`src/hw/lacc_defines.vh`:
```
/*
 * Constants of the lead-acid charge and calibration controller:
 * register offsets, field positions, reset values and decode values.
 * Assumes inclusion by bare name from the design files.
 */
`ifndef LACC_DEFINES_VH
`define LACC_DEFINES_VH

// Register offsets (byte addresses)
`define LACC_ADDR_BACKUP_CTRL 8'h00
`define LACC_ADDR_BACKUP_STAT 8'h04
`define LACC_ADDR_CHG_STAT 8'h08
`define LACC_ADDR_CHG_VOLT 8'h0c
`define LACC_ADDR_CHG_CURR 8'h10
`define LACC_ADDR_ALARM 8'h14
`define LACC_ADDR_CONFIG 8'h18
`define LACC_ADDR_FLOAT 8'h1c

// Backup control fields
`define LACC_CTL_INHIBIT 0
`define LACC_CTL_ZEROING 1
`define LACC_CTL_CAL_START 2
`define LACC_CTL_CAL_RESET 3
`define LACC_CTL_POR_RESET 4

// Backup status fields
`define LACC_BST_CAL_ON 0
`define LACC_BST_CAL_DONE 1
`define LACC_BST_CAL_FAULT 2

// Charger status fields
`define LACC_CST_ACTIVE 0
`define LACC_CST_FAULT 1
`define LACC_CST_PHASE0 2
`define LACC_CST_PHASE1 3
`define LACC_CST_CHG_INH 4
`define LACC_CST_ALM_INH 5
`define LACC_CST_ABSENT 6
`define LACC_CST_OV_PAUSE 7

// Alarm message bits
`define LACC_ALM_OVER_CHARGED 15
`define LACC_ALM_TERM_CHARGE 14
`define LACC_ALM_RESERVED 13
`define LACC_ALM_OVER_TEMP 12
`define LACC_ALM_TERM_DISCHG 11

// Config fields: cutoff per cell in mV, status pin three mode
`define LACC_CFG_CUTOFF_MSB 11
`define LACC_CFG_PIN3_MODE 12
`define LACC_CUTOFF_RST 12'd1930
`define LACC_CUTOFF_LI_ION 12'd2750
`define LACC_CUTOFF_NICKEL 12'd950

// Float voltage targets in mV for 2, 3, 5, 6 cells
`define LACC_FLOAT_2C 16'd4700
`define LACC_FLOAT_3C 16'd7050
`define LACC_FLOAT_5C 16'd11750
`define LACC_FLOAT_6C 16'd14100

// Charging value reset (nonzero so standalone charge runs)
`define LACC_CHG_VAL_RST 16'hffff

`endif

```
`src/hw/lacc_sync.v`:
```
/*
 * Three-stage synchroniser for a group of pin levels.
 * A new level is taken once stages two and three agree.
 * Assumes asynchronous inputs and an active-low asynchronous reset.
 */
`default_nettype none

module lacc_sync #(
    parameter WIDTH = 8
) (
    input wire clk_in,
    input wire rst_n_in,
    input wire [WIDTH-1:0] async_in,
    output wire [WIDTH-1:0] level_out
);
    genvar i;
    generate
        for (i = 0; i < WIDTH; i = i + 1) begin : g_bit
            reg s1_reg;
            reg s2_reg;
            reg s3_reg;
            reg level_reg;
            always @(posedge clk_in or negedge rst_n_in) begin
                if (!rst_n_in) begin
                    s1_reg <= 1'b0;
                    s2_reg <= 1'b0;
                    s3_reg <= 1'b0;
                    level_reg <= 1'b0;
                end else begin
                    s1_reg <= async_in[i];
                    s2_reg <= s1_reg;
                    s3_reg <= s2_reg;
                    if (s2_reg == s3_reg) begin
                        level_reg <= s3_reg;
                    end
                end
            end
            assign level_out[i] = level_reg;
        end
    endgenerate
endmodule

`default_nettype wire

```
`src/hw/lacc_top.v`:
```
/*
 * Lead-acid charge state control and calibration start/end control.
 * Holds the software registers, the charge state machine and the
 * calibration sequencing. Assumes analog comparators deliver levels on
 * pins and that the smart battery messages arrive as register writes.
 */
// Our own choices: the register addresses and the address-and-strobe port.
`default_nettype none

module lacc_top (
    // Clock and reset
    input wire CLK_IN,
    input wire RST_N_IN,
    // Register port
    input wire [7:0] ADDR_IN,
    input wire [15:0] WDATA_IN,
    input wire WR_IN,
    input wire RD_IN,
    output reg [15:0] RDATA_OUT,
    // Sensed pins and decoder levels
    input wire [1:0] CELL_COUNT_SELECT_IN,
    input wire SHUTDOWN_INPUT_IN,
    input wire SUPPLY_PRESENCE_SENSE_IN,
    input wire SUPPLY_ABOVE_UVLO_IN,
    input wire BATTERY_OVERVOLTAGE_FLAG_IN,
    input wire BATTERY_UNDERVOLTAGE_FLAG_IN,
    input wire BATTERY_AT_FLOAT_IN,
    input wire AUTO_RESTART_CONDITION_IN,
    input wire THERM_HOT_IN,
    input wire THERM_COLD_IN,
    input wire THERM_OVER_RANGE_IN,
    input wire THERMISTOR_UNDER_RANGE_IN,
    input wire CUTOFF_REACHED_IN,
    input wire BACKDRIVE_FAULT_IN,
    // Power stage controls
    output reg CHARGE_CURRENT_EN_OUT,
    output reg SWITCHING_EN_OUT,
    output reg DISCHARGE_EN_OUT,
    output reg [15:0] FLOAT_TARGET_MV_OUT,
    output reg [15:0] CAL_CUTOFF_MV_OUT,
    // Status pins
    output reg CHARGE_ACTIVE_N_OUT,
    output reg STATUS_PIN_THREE_OUT,
    output reg STATUS_PIN_THREE_OE_OUT
);
`include "lacc_defines.vh"

    localparam [4:0] ST_IDLE = 5'b00001;
    localparam [4:0] ST_BULK = 5'b00010;
    localparam [4:0] ST_FLOAT = 5'b00100;
    localparam [4:0] ST_OFF = 5'b01000;
    localparam [4:0] ST_CAL = 5'b10000;

    // Cell count from the select pins
    function [2:0] cells_of;
        input [1:0] sel;
        begin
            case (sel)
                2'b00: cells_of = 3'd2;
                2'b01: cells_of = 3'd3;
                2'b10: cells_of = 3'd5;
                default: cells_of = 3'd6;
            endcase
        end
    endfunction

    // Float target from the select pins
    function [15:0] float_of;
        input [1:0] sel;
        begin
            case (sel)
                2'b00: float_of = `LACC_FLOAT_2C;
                2'b01: float_of = `LACC_FLOAT_3C;
                2'b10: float_of = `LACC_FLOAT_5C;
                default: float_of = `LACC_FLOAT_6C;
            endcase
        end
    endfunction

    wire [14:0] pins;
    lacc_sync #(
        .WIDTH(15)
    ) u_sync (
        .clk_in(CLK_IN),
        .rst_n_in(RST_N_IN),
        .async_in({CELL_COUNT_SELECT_IN, SHUTDOWN_INPUT_IN, SUPPLY_PRESENCE_SENSE_IN,
            SUPPLY_ABOVE_UVLO_IN, BATTERY_OVERVOLTAGE_FLAG_IN, BATTERY_UNDERVOLTAGE_FLAG_IN,
            BATTERY_AT_FLOAT_IN, AUTO_RESTART_CONDITION_IN, THERM_HOT_IN, THERM_COLD_IN,
            THERM_OVER_RANGE_IN, THERMISTOR_UNDER_RANGE_IN, CUTOFF_REACHED_IN,
            BACKDRIVE_FAULT_IN}),
        .level_out(pins)
    );

    // Synchronised levels
    wire [1:0] cell_count_select = pins[14:13];
    wire shutdown_input = pins[12];
    wire supply_presence_sense = pins[11];
    wire supply_above_uvlo = pins[10];
    wire battery_overvoltage_flag = pins[9];
    wire battery_undervoltage_flag = pins[8];
    wire battery_at_float = pins[7];
    wire auto_restart_condition = pins[6];
    wire therm_hot_raw = pins[5];
    wire thermistor_under_range = pins[2];
    wire therm_over_range = pins[3];
    wire cutoff_reached = pins[1];
    wire backdrive_fault = pins[0];

    reg [4:0] state_reg;
    reg [4:0] state_next;
    reg charge_inhibit_reg;
    reg zeroing_request_bit_reg;
    reg pin3_mode_reg;
    reg [11:0] cutoff_per_cell_reg;
    reg [15:0] chg_volt_reg;
    reg [15:0] chg_curr_reg;
    reg zero_sent_reg;
    reg zero_sent_next;
    reg charge_fault_bit_reg;
    reg charge_inhibited_reg;
    reg charge_inhibited_next;
    reg alarm_inhibited_reg;
    reg alarm_inhibited_next;
    reg cal_on_reg;
    reg cal_done_reg;
    reg cal_done_next;
    reg discharge_test_fault_reg;
    reg discharge_test_fault_next;

    // Register write decode
    wire wr_ctl = WR_IN && (ADDR_IN == `LACC_ADDR_BACKUP_CTRL);
    wire wr_volt = WR_IN && (ADDR_IN == `LACC_ADDR_CHG_VOLT);
    wire wr_curr = WR_IN && (ADDR_IN == `LACC_ADDR_CHG_CURR);
    wire wr_alarm = WR_IN && (ADDR_IN == `LACC_ADDR_ALARM);
    wire wr_cfg = WR_IN && (ADDR_IN == `LACC_ADDR_CONFIG);
    wire cal_start_cmd = wr_ctl && WDATA_IN[`LACC_CTL_CAL_START];
    wire cal_reset_cmd = wr_ctl && WDATA_IN[`LACC_CTL_CAL_RESET];
    wire por_cmd = wr_ctl && WDATA_IN[`LACC_CTL_POR_RESET];
    wire inhibit_now = wr_ctl ? WDATA_IN[`LACC_CTL_INHIBIT] : charge_inhibit_reg;
    wire zeroing_now = wr_ctl ? WDATA_IN[`LACC_CTL_ZEROING] : zeroing_request_bit_reg;

    // Charging value messages
    wire [15:0] volt_now = wr_volt ? WDATA_IN : chg_volt_reg;
    wire [15:0] curr_now = wr_curr ? WDATA_IN : chg_curr_reg;
    wire zero_write = (wr_volt || wr_curr) && (WDATA_IN == 16'h0000);
    wire pair_nonzero = (wr_volt || wr_curr) && (volt_now != 16'h0000) &&
        (curr_now != 16'h0000);

    // Alarm messages
    wire charge_alarm = wr_alarm && (WDATA_IN[`LACC_ALM_OVER_CHARGED] ||
        WDATA_IN[`LACC_ALM_TERM_CHARGE] || WDATA_IN[`LACC_ALM_RESERVED] ||
        WDATA_IN[`LACC_ALM_OVER_TEMP]);
    wire cal_alarm = wr_alarm && (WDATA_IN[`LACC_ALM_OVER_TEMP] ||
        WDATA_IN[`LACC_ALM_RESERVED] || WDATA_IN[`LACC_ALM_TERM_DISCHG]);

    // Thermistor view: cold is never looked at
    wire battery_absent = therm_over_range;
    wire therm_hot = therm_hot_raw && !thermistor_under_range;
    wire supply_ok = supply_presence_sense && supply_above_uvlo;

    // Stop classes
    wire reset_class = !supply_ok || battery_absent || shutdown_input ||
        battery_undervoltage_flag || por_cmd;
    wire off_class = zero_write || zero_sent_reg || zeroing_now || inhibit_now ||
        charge_alarm || alarm_inhibited_reg;
    wire charge_ok = supply_ok && !battery_absent && !shutdown_input &&
        !inhibit_now && !zeroing_now && !zero_sent_next && !alarm_inhibited_next;
    wire cal_allowed = cal_start_cmd && !discharge_test_fault_reg && !shutdown_input &&
        supply_ok && !battery_absent;
    wire cal_fault_evt = therm_hot || battery_absent || !supply_ok || backdrive_fault ||
        cal_alarm;

    always @* begin
        state_next = state_reg;
        cal_done_next = cal_done_reg;
        discharge_test_fault_next = discharge_test_fault_reg;
        zero_sent_next = zero_sent_reg;
        if (zero_write) begin
            zero_sent_next = 1'b1;
        end else if (pair_nonzero) begin
            zero_sent_next = 1'b0;
        end
        charge_inhibited_next = charge_inhibited_reg || inhibit_now;
        alarm_inhibited_next = alarm_inhibited_reg;
        if (auto_restart_condition || pair_nonzero) begin
            alarm_inhibited_next = 1'b0;
        end
        if (charge_alarm) begin
            alarm_inhibited_next = 1'b1;
        end
        if (cal_reset_cmd || por_cmd || shutdown_input) begin
            cal_done_next = 1'b0;
            discharge_test_fault_next = 1'b0;
        end
        case (state_reg)
            ST_IDLE, ST_OFF, ST_BULK, ST_FLOAT: begin
                if (cal_allowed) begin
                    state_next = ST_CAL;
                    cal_done_next = 1'b0;
                end else if (reset_class) begin
                    state_next = ST_IDLE;
                end else if (off_class) begin
                    state_next = ST_OFF;
                end else if (state_reg == ST_BULK && battery_at_float) begin
                    state_next = ST_FLOAT;
                end else if ((state_reg == ST_IDLE || state_reg == ST_OFF) && charge_ok) begin
                    state_next = ST_BULK;
                end
            end
            ST_CAL: begin
                if (cal_reset_cmd) begin
                    state_next = ST_IDLE;
                end else if (cal_fault_evt) begin
                    state_next = ST_IDLE;
                    discharge_test_fault_next = 1'b1;
                end else if (cutoff_reached) begin
                    state_next = ST_IDLE;
                    cal_done_next = 1'b1;
                end
            end
            default: begin
                state_next = ST_IDLE;
            end
        endcase
        if (reset_class) begin
            charge_inhibited_next = 1'b0;
            alarm_inhibited_next = 1'b0;
        end
    end

    wire charging_next = (state_next == ST_BULK) || (state_next == ST_FLOAT);

    // Control registers and charge state
    always @(posedge CLK_IN or negedge RST_N_IN) begin
        if (!RST_N_IN) begin
            state_reg <= ST_IDLE;
            charge_inhibit_reg <= 1'b0;
            zeroing_request_bit_reg <= 1'b0;
            pin3_mode_reg <= 1'b0;
            cutoff_per_cell_reg <= `LACC_CUTOFF_RST;
            chg_volt_reg <= `LACC_CHG_VAL_RST;
            chg_curr_reg <= `LACC_CHG_VAL_RST;
            zero_sent_reg <= 1'b0;
            charge_fault_bit_reg <= 1'b0;
            charge_inhibited_reg <= 1'b0;
            alarm_inhibited_reg <= 1'b0;
            cal_on_reg <= 1'b0;
            cal_done_reg <= 1'b0;
            discharge_test_fault_reg <= 1'b0;
        end else begin
            state_reg <= state_next;
            charge_inhibit_reg <= por_cmd ? 1'b0 : inhibit_now;
            zeroing_request_bit_reg <= por_cmd ? 1'b0 : zeroing_now;
            if (wr_cfg) begin
                cutoff_per_cell_reg <= WDATA_IN[`LACC_CFG_CUTOFF_MSB:0];
                pin3_mode_reg <= WDATA_IN[`LACC_CFG_PIN3_MODE];
            end
            chg_volt_reg <= volt_now;
            chg_curr_reg <= curr_now;
            zero_sent_reg <= zero_sent_next;
            // Fault bit tracks hot outside calibration; set wins
            if (therm_hot && (state_reg != ST_CAL)) begin
                charge_fault_bit_reg <= 1'b1;
            end else if (!therm_hot) begin
                charge_fault_bit_reg <= 1'b0;
            end
            charge_inhibited_reg <= charge_inhibited_next;
            alarm_inhibited_reg <= alarm_inhibited_next;
            cal_on_reg <= (state_next == ST_CAL);
            cal_done_reg <= cal_done_next;
            discharge_test_fault_reg <= discharge_test_fault_next;
        end
    end

    // Registered outputs
    always @(posedge CLK_IN or negedge RST_N_IN) begin
        if (!RST_N_IN) begin
            CHARGE_CURRENT_EN_OUT <= 1'b0;
            SWITCHING_EN_OUT <= 1'b0;
            DISCHARGE_EN_OUT <= 1'b0;
            FLOAT_TARGET_MV_OUT <= 16'h0000;
            CAL_CUTOFF_MV_OUT <= 16'h0000;
            CHARGE_ACTIVE_N_OUT <= 1'b1;
            STATUS_PIN_THREE_OUT <= 1'b0;
            STATUS_PIN_THREE_OE_OUT <= 1'b0;
        end else begin
            FLOAT_TARGET_MV_OUT <= float_of(cell_count_select);
            CAL_CUTOFF_MV_OUT <= {4'h0, cutoff_per_cell_reg} *
                {13'h0000, cells_of(cell_count_select)};
            // Current halted on hot; no duration limit anywhere
            CHARGE_CURRENT_EN_OUT <= charging_next && !therm_hot;
            // Pause only the switching on overvoltage, no fault
            SWITCHING_EN_OUT <= (charging_next && !therm_hot && !battery_overvoltage_flag) ||
                (state_next == ST_CAL);
            DISCHARGE_EN_OUT <= (state_next == ST_CAL);
            CHARGE_ACTIVE_N_OUT <= !charging_next;
            STATUS_PIN_THREE_OUT <= 1'b0;
            if (pin3_mode_reg) begin
                STATUS_PIN_THREE_OE_OUT <= cal_done_next;
            end else begin
                STATUS_PIN_THREE_OE_OUT <= therm_hot && charging_next;
            end
        end
    end

    // Read data, one cycle after the strobe
    always @(posedge CLK_IN or negedge RST_N_IN) begin
        if (!RST_N_IN) begin
            RDATA_OUT <= 16'h0000;
        end else if (RD_IN) begin
            case (ADDR_IN)
                `LACC_ADDR_BACKUP_CTRL: RDATA_OUT <= {14'h0000, zeroing_request_bit_reg,
                    charge_inhibit_reg};
                `LACC_ADDR_BACKUP_STAT: RDATA_OUT <= {13'h0000, discharge_test_fault_reg,
                    cal_done_reg, cal_on_reg};
                `LACC_ADDR_CHG_STAT: RDATA_OUT <= {8'h00, battery_overvoltage_flag,
                    battery_absent, alarm_inhibited_reg, charge_inhibited_reg,
                    state_reg == ST_FLOAT, state_reg == ST_BULK, charge_fault_bit_reg,
                    !CHARGE_ACTIVE_N_OUT};
                `LACC_ADDR_CHG_VOLT: RDATA_OUT <= chg_volt_reg;
                `LACC_ADDR_CHG_CURR: RDATA_OUT <= chg_curr_reg;
                `LACC_ADDR_CONFIG: RDATA_OUT <= {3'h0, pin3_mode_reg, cutoff_per_cell_reg};
                `LACC_ADDR_FLOAT: RDATA_OUT <= FLOAT_TARGET_MV_OUT;
                default: RDATA_OUT <= 16'h0000;
            endcase
        end else begin
            RDATA_OUT <= 16'h0000;
        end
    end
endmodule

`default_nettype wire
```
`config.mk`:
```
export PLATFORM = sky130hd
export DESIGN_NAME = lacc_top
export DESIGN_NICKNAME = d
export VERILOG_FILES = /design/src/hw/lacc_sync.v /design/src/hw/lacc_top.v
export VERILOG_INCLUDE_DIRS = /design/src /design/src/hw
export SDC_FILE = /design/constraint.sdc
export NUM_CORES = 1
export LEC_CHECK = 0
export BUFFER_PORTS_ARGS = -buffer_cell sky130_fd_sc_hd__buf_4
export CORE_ASPECT_RATIO = 1.4
export CORE_MARGIN = 2
export CORE_UTILIZATION = 52
export DETAILED_ROUTE_END_ITERATION = 6
export PLACE_DENSITY = 0.87
export SLEW_MARGIN = 20
export SYNTH_ARGS = -nofsm -noshare
export SYNTH_HDL_FRONTEND = slang
export SYNTH_HIERARCHICAL = 1
export SYNTH_SLANG_ARGS = --single-unit
```
`constraint.sdc`:
```
create_clock -name CLK_IN -period 3.5 [get_ports CLK_IN]
set_input_delay 0 -clock CLK_IN [delete_from_list [all_inputs] [get_ports CLK_IN]]
set_output_delay 0 -clock CLK_IN [all_outputs]
set_load 0.03 [all_outputs]
```
==> results of run 1 <==
[per-stage QoR]
stage                     util [%]  worst slack (ns)  hold slack, ns  setup TNS [ns]  total power [mW]
after global placement        58.6             0.223          0.0415               0              2.50
final                         65.4             0.209           0.109               0              4.29
after floorplan                  -            0.0426          -0.296               0              2.33
after CTS                     65.1            0.0501          0.0819               0              4.32
after global routing          65.4          -0.00172           0.131        -0.00172              4.44
after detailed placement      58.6            0.0842          0.0604               0              2.53
[layout make-up]
class                      count  area (sq um)  share of cell area [%]
tap                          185           231                    2.58
multi-input combinational    368          2900                    32.4
inverter                      33           124                    1.38
clock buffer                  21           440                    4.91
clock inverter                11           120                    1.34
timing repair buffer         136          1120                    12.5
sequential                   159          4030                    44.9
[repair_timing]
| action | CTS | global route |
|---|---|---|
| setup buffers | 0 | 0 |
| resized for setup | 0 | 11 |
| setup endpoints to repair | 0 | 5 |
| hold endpoints to repair | 134 | 0 |
| hold buffers | 33 | 0 |
[worst register-to-register path, delay by kind of cell, from the launching register on]
kind	cells	cell delay, ns
flip-flops	1	0.38
AO/OA/AOI/OAI	5	1.08
AND/OR/NAND/NOR	2	0.43
adder cells (fa/ha/maj)	3	0.89
XOR/XNOR	1	0.15
buffers and inverters	2	0.25
[layer usage]
metal | wire length, um | GRT usage, %
met1 | 6480 | 26.7
met2 | 9170 | 44.4
met3 | 952 | 4.63
met4 | 666 | 11.6
met5 | 0 | 0
[path summary, 6_finish.rpt]
check                                                 from                endpoint  slack [ns]  cells after the start
worst max-delay path            u_sync/g_bit[13].level_reg   CAL_CUTOFF_MV_OUT[13]        0.21                     13
worst min-delay path                            ADDR_IN[5]            RDATA_OUT[2]        0.11                      4
worst max register to register  u_sync/g_bit[13].level_reg   CAL_CUTOFF_MV_OUT[13]        0.21                     13
worst min register to register      u_sync/g_bit[6].s1_reg  u_sync/g_bit[6].s2_reg        0.35                      0
max in group asynchronous                         RST_N_IN        chg_curr_reg[13]        2.40                      3
min in group asynchronous                         RST_N_IN  u_sync/g_bit[9].s3_reg        0.18                      2
[power groups by stage]
stage                     clock [mW]  combinational [mW]  sequential [mW]
after floorplan                    0               0.238             2.09
after global placement             0               0.449             2.05
after detailed placement           0               0.464             2.06
after CTS                       1.78               0.499             2.03
after global routing            1.85               0.541             2.04
final                           1.75               0.504             2.03
[cells in the final DEF, fill, tap and decap left out, types with 5 or more instances in the layout]
cell           count
clkbuf_16         17
o21ai_0            7
dfrtp_1          118
nand3_1           10
nor2b_1            8
inv_1             32
nor4_1            16
a22oi_1           23
a21oi_1           23
and2_1             8
dlygate4sd3_1     33
buf_4            101
a31oi_1           10
nor3_1             6
dfstp_2           40
maj3_2            14
or2_2              6
ha_1              17
o21a_1             6
conb_1             5
xnor2_1            9
fa_1              10
nor2_1            29
mux2_2            43
nand2_1           41
==> Implementation_results.wiki, run 1 <==
{| class="wikitable"
! Metric !! Value
|-
| Largest net degree at the start of global routing || 88
|-
| Setup skew after layout || about 0.0095 ns
|-
| Io pins || 97
|-
| Instance count after placement with tap cells included || 848
|-
| Slowest cell on the critical path || fa_1
|-
| Worst path bufs/invs || 2
|-
| Outcome || finished clean
|-
| Internal cell power || approximately 3.2 mW
|-
| Series of cell instances along the critical path || buf_4 -> ha_1 -> or2_2 -> nand2_1 -> fa_1 -> inv_1 -> ha_1 -> a211oi_2 -> o21ai_0 -> o311a_1 -> a2111oi_4 -> a21oi_1 -> xor2_1
|-
| Die footprint || 14900 sq um
|-
| Part of the power in the clock network || 40.8%
|-
| DRC || 0
|-
| Arrival time worst endpoint || roughly 3.6 ns
|-
| Max Buffers Root-to-Sink || 2
|-
| Synth Instances || slightly below 600
|-
| Gr ovfl total || 0
|-
| Part of the power in combinational logic || 11.7%
|-
| Setup violations, final || 0
|-
| Cell area after layout || approximately 9000 sq um
|-
| Detailed Routing Iterations Pass 1 || 5
|-
| Switching power of the nets || 1.08 mW
|-
| Detailed router's first-iteration violation count || 402
|-
| Sequential cell fraction of total power || roughly 47%
|-
| Max Slew Vio Count || 0
|-
| F_max || 304 MHz
|-
| Required time of the worst setup path || 3.80 ns
|-
| Unrepaired setup endpoints after global routing || yes
|-
| WL/cell || between 15 and 20 um
|-
| CORE AREA || 13700 sq um
|-
| Tightest Pin Transition || 0.770 ns
|-
| Number of fill cells in the layout || ~960
|-
| Final period utilization || 94.0%
|-
| Relative slew slack || 48.0%
|-
| Static Leak || 4.11 nW
|-
| Final HPWL DP || 11900 um
|-
| Most frequent CP cell || ha_1
|-
| Die Ht || ~140 um
|-
| First-pass GRT wire length || roughly 28000 um
|-
| Total Wirelength || 17300 um
|-
| Number of buffers inserted during clock tree synthesis || 17
|-
| Cell family contributing the most delay on the critical path || compound AO/OA/AOI/OAI gates
|-
| Sort of element at the end of the critical path || flop
|-
| Htree depth || 4
|-
| GR Util All Layers || 24.0%
|-
| Peak ir drop on the vdd network || around 0.4 mV
|-
| Initial core utilization || 52.7%
|-
| Placer congestion estimate || about 1
|-
| Max-cap violations || 0
|-
| Finished Layout Cells || 913
|-
| Post-placement cell area || 8040 sq um
|-
| Yosys warning total || 6
|-
| Source-to-sink clock delay at the later pin of the worst-skew pair || 0.42 ns
|-
| Number of antenna diodes || 0
|-
| Std-Cell Rows || 51
|-
| TritonCTS clock tree || yes
|-
| Chip Width || 104 um
|-
| Number of global-route vias before repair || 5476
|-
| Share of cells above drive strength 1 || 34.6%
|-
| Kind of start point of the critical path || flop
|-
| Avg Inst Size Synth || 12.2 sq um
|-
| NumNets Final || around 800
|-
| Avg Vias per Cell || 5.74
|-
| Cell Pwr Density || 478 nW/um^2
|-
| Shortest period the worst path allows || 3.29 ns
|-
| Worst setup path class || flop to flop
|-
| Vias after detailed routing || 5238
|-
| Buffer cell driving the clock tree root || clkbuf_16
|-
| Area growth from synthesis to layout || 24.0%
|-
| Largest fanout on the critical path || 4
|-
| Clock slew at reported path FFs || approximately 0.06 ns
|-
| Remaining number of nets flagged by the antenna check after routing || 0
|-
| Total standard cell area after synthesis || approximately 7200 sq um
|-
| Count of clock tree sinks || 159
|-
| Delay contributed by the slowest stage of the critical path || 0.42 ns
|-
| Min-delay worst type || input port to flop
|-
| Count of port buffers added during placement || 90
|-
| Number of antenna violations at the first check in global routing || 0
|-
| Total count of hold-check failures in the final report || 0
|-
| Sw Share || 25.1%
|}
(Power assumes the default switching activity.)
==> run 2: changes to the inputs <==
Settings changed: CORE_ASPECT_RATIO 1.4 to unset.
==> Implementation_results.wiki, run 2 (synthesis results as in run 1) <==
{| class="wikitable"
! Metric !! Value
|-
| Highest-count cells in the layout ignoring fill and taps || 117 x dfrtp_1, 102 x buf_4, 43 x mux2_2
|-
| Clock slew at reported path FFs || 0.06 ns (about the same)
|-
| Shortest period the worst path allows || 3.36 ns (+0.0675 ns)
|-
| Chip Width || 122 um (+18%)
|-
| Htree depth || 4 (unchanged)
|-
| Detailed Routing Iterations Pass 1 || 5 (unchanged)
|-
| Sort of element at the end of the critical path || flop
|-
| Max-cap violations || 0 (unchanged)
|-
| Max Slew Vio Count || 0 (unchanged)
|-
| Number of buffers inserted during clock tree synthesis || 17 (unchanged)
|-
| Setup violations, final || 0 (unchanged)
|-
| Die footprint || 14900 sq um (about the same)
|-
| Min-delay worst type || input port to flop
|-
| Count of port buffers added during placement || 90 (unchanged)
|-
| Capture instance of the worst register-to-register path || CAL_CUTOFF_MV_OUT[13]
|-
| Seq. cell area || 4030 sq um (about the same)
|-
| DRC || 0 (unchanged)
|-
| Number of antenna diodes || 0 (unchanged)
|-
| Count of clock tree sinks || 159 (unchanged)
|-
| Cell Pwr Density || 488 nW/um^2 (+2.1%)
|-
| Worst reg2reg setup slack || 0.14 ns (-0.07 ns)
|-
| Worst slack at placement || 0.0552 ns (-0.0290 ns)
|-
| Share of cells above drive strength 1 || 34.5% (-0.14 points)
|-
| Worst Hold End || discharge_test_fault_reg
|-
| Placer congestion estimate || 0.916 (-6.4%)
|-
| Tightest Pin Transition || 0.884 ns (+0.115 ns)
|-
| Final period utilization || 95.9% (+1.9 points)
|-
| Final TNS setup || 0 ns (unchanged)
|-
| Max Buffers Root-to-Sink || 2 (unchanged)
|-
| CORE AREA || 13700 sq um (unchanged)
|-
| Outcome || finished clean
|-
| Setup skew after layout || 0.00978 ns (+0.000269 ns)
|-
| Buffer cell driving the clock tree root || clkbuf_16
|-
| Total Wirelength || 17000 um (-1.4%)
|-
| Arrival time worst endpoint || 3.66 ns (+0.07 ns)
|-
| TritonCTS clock tree || yes
|-
| Largest fanout on the critical path || 11 (+7)
|-
| GR Util All Layers || 23.6% (-0.37 points)
|-
| Source of the worst register-to-register timing path || u_sync/g_bit[13].level_reg
|-
| NumNets Final || 789 (unchanged)
|-
| F_max || 298 MHz (-2.0%)
|-
| Required time of the worst setup path || 3.80 ns (about the same)
|-
| First-pass GRT wire length || 26700 um (-3.6%)
|-
| Peak ir drop on the vdd network || 0.318 mV (-20%)
|-
| Total area of multi-input combinational cells || 2890 sq um (-0.43%)
|-
| Vias after detailed routing || 5322 (+1.6%)
|-
| Largest net degree at the start of global routing || 115 (+31%)
|-
| Leading cell type in the layout, fill and taps excluded || dfrtp_1
|-
| Depth of the worst register-to-register path || 14 (+1)
|-
| Std-Cell Rows || 43 (-16%)
|-
| Total count of hold-check failures in the final report || 0 (unchanged)
|-
| Relative slew slack || 41.0% (-6.9 points)
|-
| Number of antenna violations at the first check in global routing || 0 (unchanged)
|-
| Io pins || 97 (unchanged)
|-
| WL/cell || 18.8 um (-0.89%)
|-
| Number of global-route vias before repair || 5280 (-3.6%)
|-
| Hold-critical path depth || 4 (unchanged)
|-
| Number of fill cells in the layout || 965 (+0.21%)
|-
| Kind of start point of the critical path || flop
|-
| Detailed router's first-iteration violation count || 596 (+48%)
|-
| Final worst slack || 0.142 ns (-0.0675 ns)
|-
| Avg Vias per Cell || 5.86 (+2.2%)
|-
| Static Leak || 4.14 nW (+0.59%)
|-
| Worst setup path class || flop to flop
|-
| Area growth from synthesis to layout || 24.2% (about the same)
|-
| Source-to-sink clock delay at the later pin of the worst-skew pair || 0.43 ns (about the same)
|-
| Gr ovfl total || 0 (unchanged)
|-
| Final HPWL DP || 11500 um (-2.9%)
|-
| Smallest hold slack || 0.0905 ns (-0.0188 ns)
|-
| Remaining number of nets flagged by the antenna check after routing || 0 (unchanged)
|-
| Initial core utilization || 52.7% (unchanged)
|-
| Die Ht || 122 um (-15%)
|-
| Hold Crit Start || ADDR_IN[7]
|}
## run 2: what timing repair did
item                                    in CTS  in global routing
resized for setup                            1                  5
buffers inserted                             0                  1
endpoints found under the setup margin       1                  4
pin swaps                                    0                  3
hold buffers                                33                  0
hold endpoints to repair                   164                  0
## run 2: area by class of cell
class	instances	area share (%)
timing repair buffer	136	12.4
clock buffer	19	4.93
clock inverter	13	1.71
multi-input combinational	368	32.2
inverter	33	1.38
sequential	159	44.9
tap	180	2.51
## run 2: metal layers
layer / vias up / global-route usage, % / wire (um) / share of wire [%]
li1: 2347 / - / - / -
met1: 2624 / 29.0 / 6660 / 39
met2: 294 / 39.5 / 8640 / 51
met3: 57 / 5.90 / 1210 / 7.1
met4: 0 / 10.7 / 520 / 3.1
met5: - / 0 / 0 / 0
## run 2: worst max-delay path, cell delays in order (launching register included)
cell	delay, ns
dfrtp_2	0.44
inv_1	0.11
ha_1	0.16
or2_2	0.13
buf_4	0.18
nand2_1	0.10
fa_1	0.54
inv_1	0.04
ha_1	0.37
o21ai_1	0.17
o21ai_0	0.11
o311a_1	0.19
a2111oi_4	0.40
a21oi_1	0.13
xor2_1	0.16
## run 2: worst max-delay path by stage
stage                               start                     to
3_5_place_dp   u_sync/g_bit[13].level_reg  CAL_CUTOFF_MV_OUT[13]
2_1_floorplan  u_sync/g_bit[13].level_reg  CAL_CUTOFF_MV_OUT[13]
3_3_place_gp   u_sync/g_bit[13].level_reg  CAL_CUTOFF_MV_OUT[13]
6_report       u_sync/g_bit[13].level_reg  CAL_CUTOFF_MV_OUT[13]
4_1_cts        u_sync/g_bit[13].level_reg  CAL_CUTOFF_MV_OUT[13]
5_1_grt        u_sync/g_bit[13].level_reg  CAL_CUTOFF_MV_OUT[12]
## run 2: stage by stage
stage / utilization (%) / area, sq um / total power [mW] / cells
2_1_floorplan: - / 7250 / 2.33 / 598
3_3_place_gp: 58.4 / 8020 / 2.50 / 842
3_5_place_dp: 58.4 / 8020 / 2.52 / 842
4_1_cts: 65.3 / 8950 / 4.40 / 907
5_1_grt: 65.4 / 8980 / 4.56 / 908
6_report: 65.4 / 8980 / 4.38 / 908
## run 2: power breakdown
| part | switching (mW) | total [mW] | internal [mW] | leakage, nW |
|---|---|---|---|---|
| clock | 0.770 | 1.86 | 1.09 | 0.291 |
| combinational | 0.285 | 0.494 | 0.209 | 1.93 |
| sequential | 0.0793 | 2.03 | 1.95 | 1.92 |
| total | 1.13 | 4.38 | 3.25 | 4.14 |
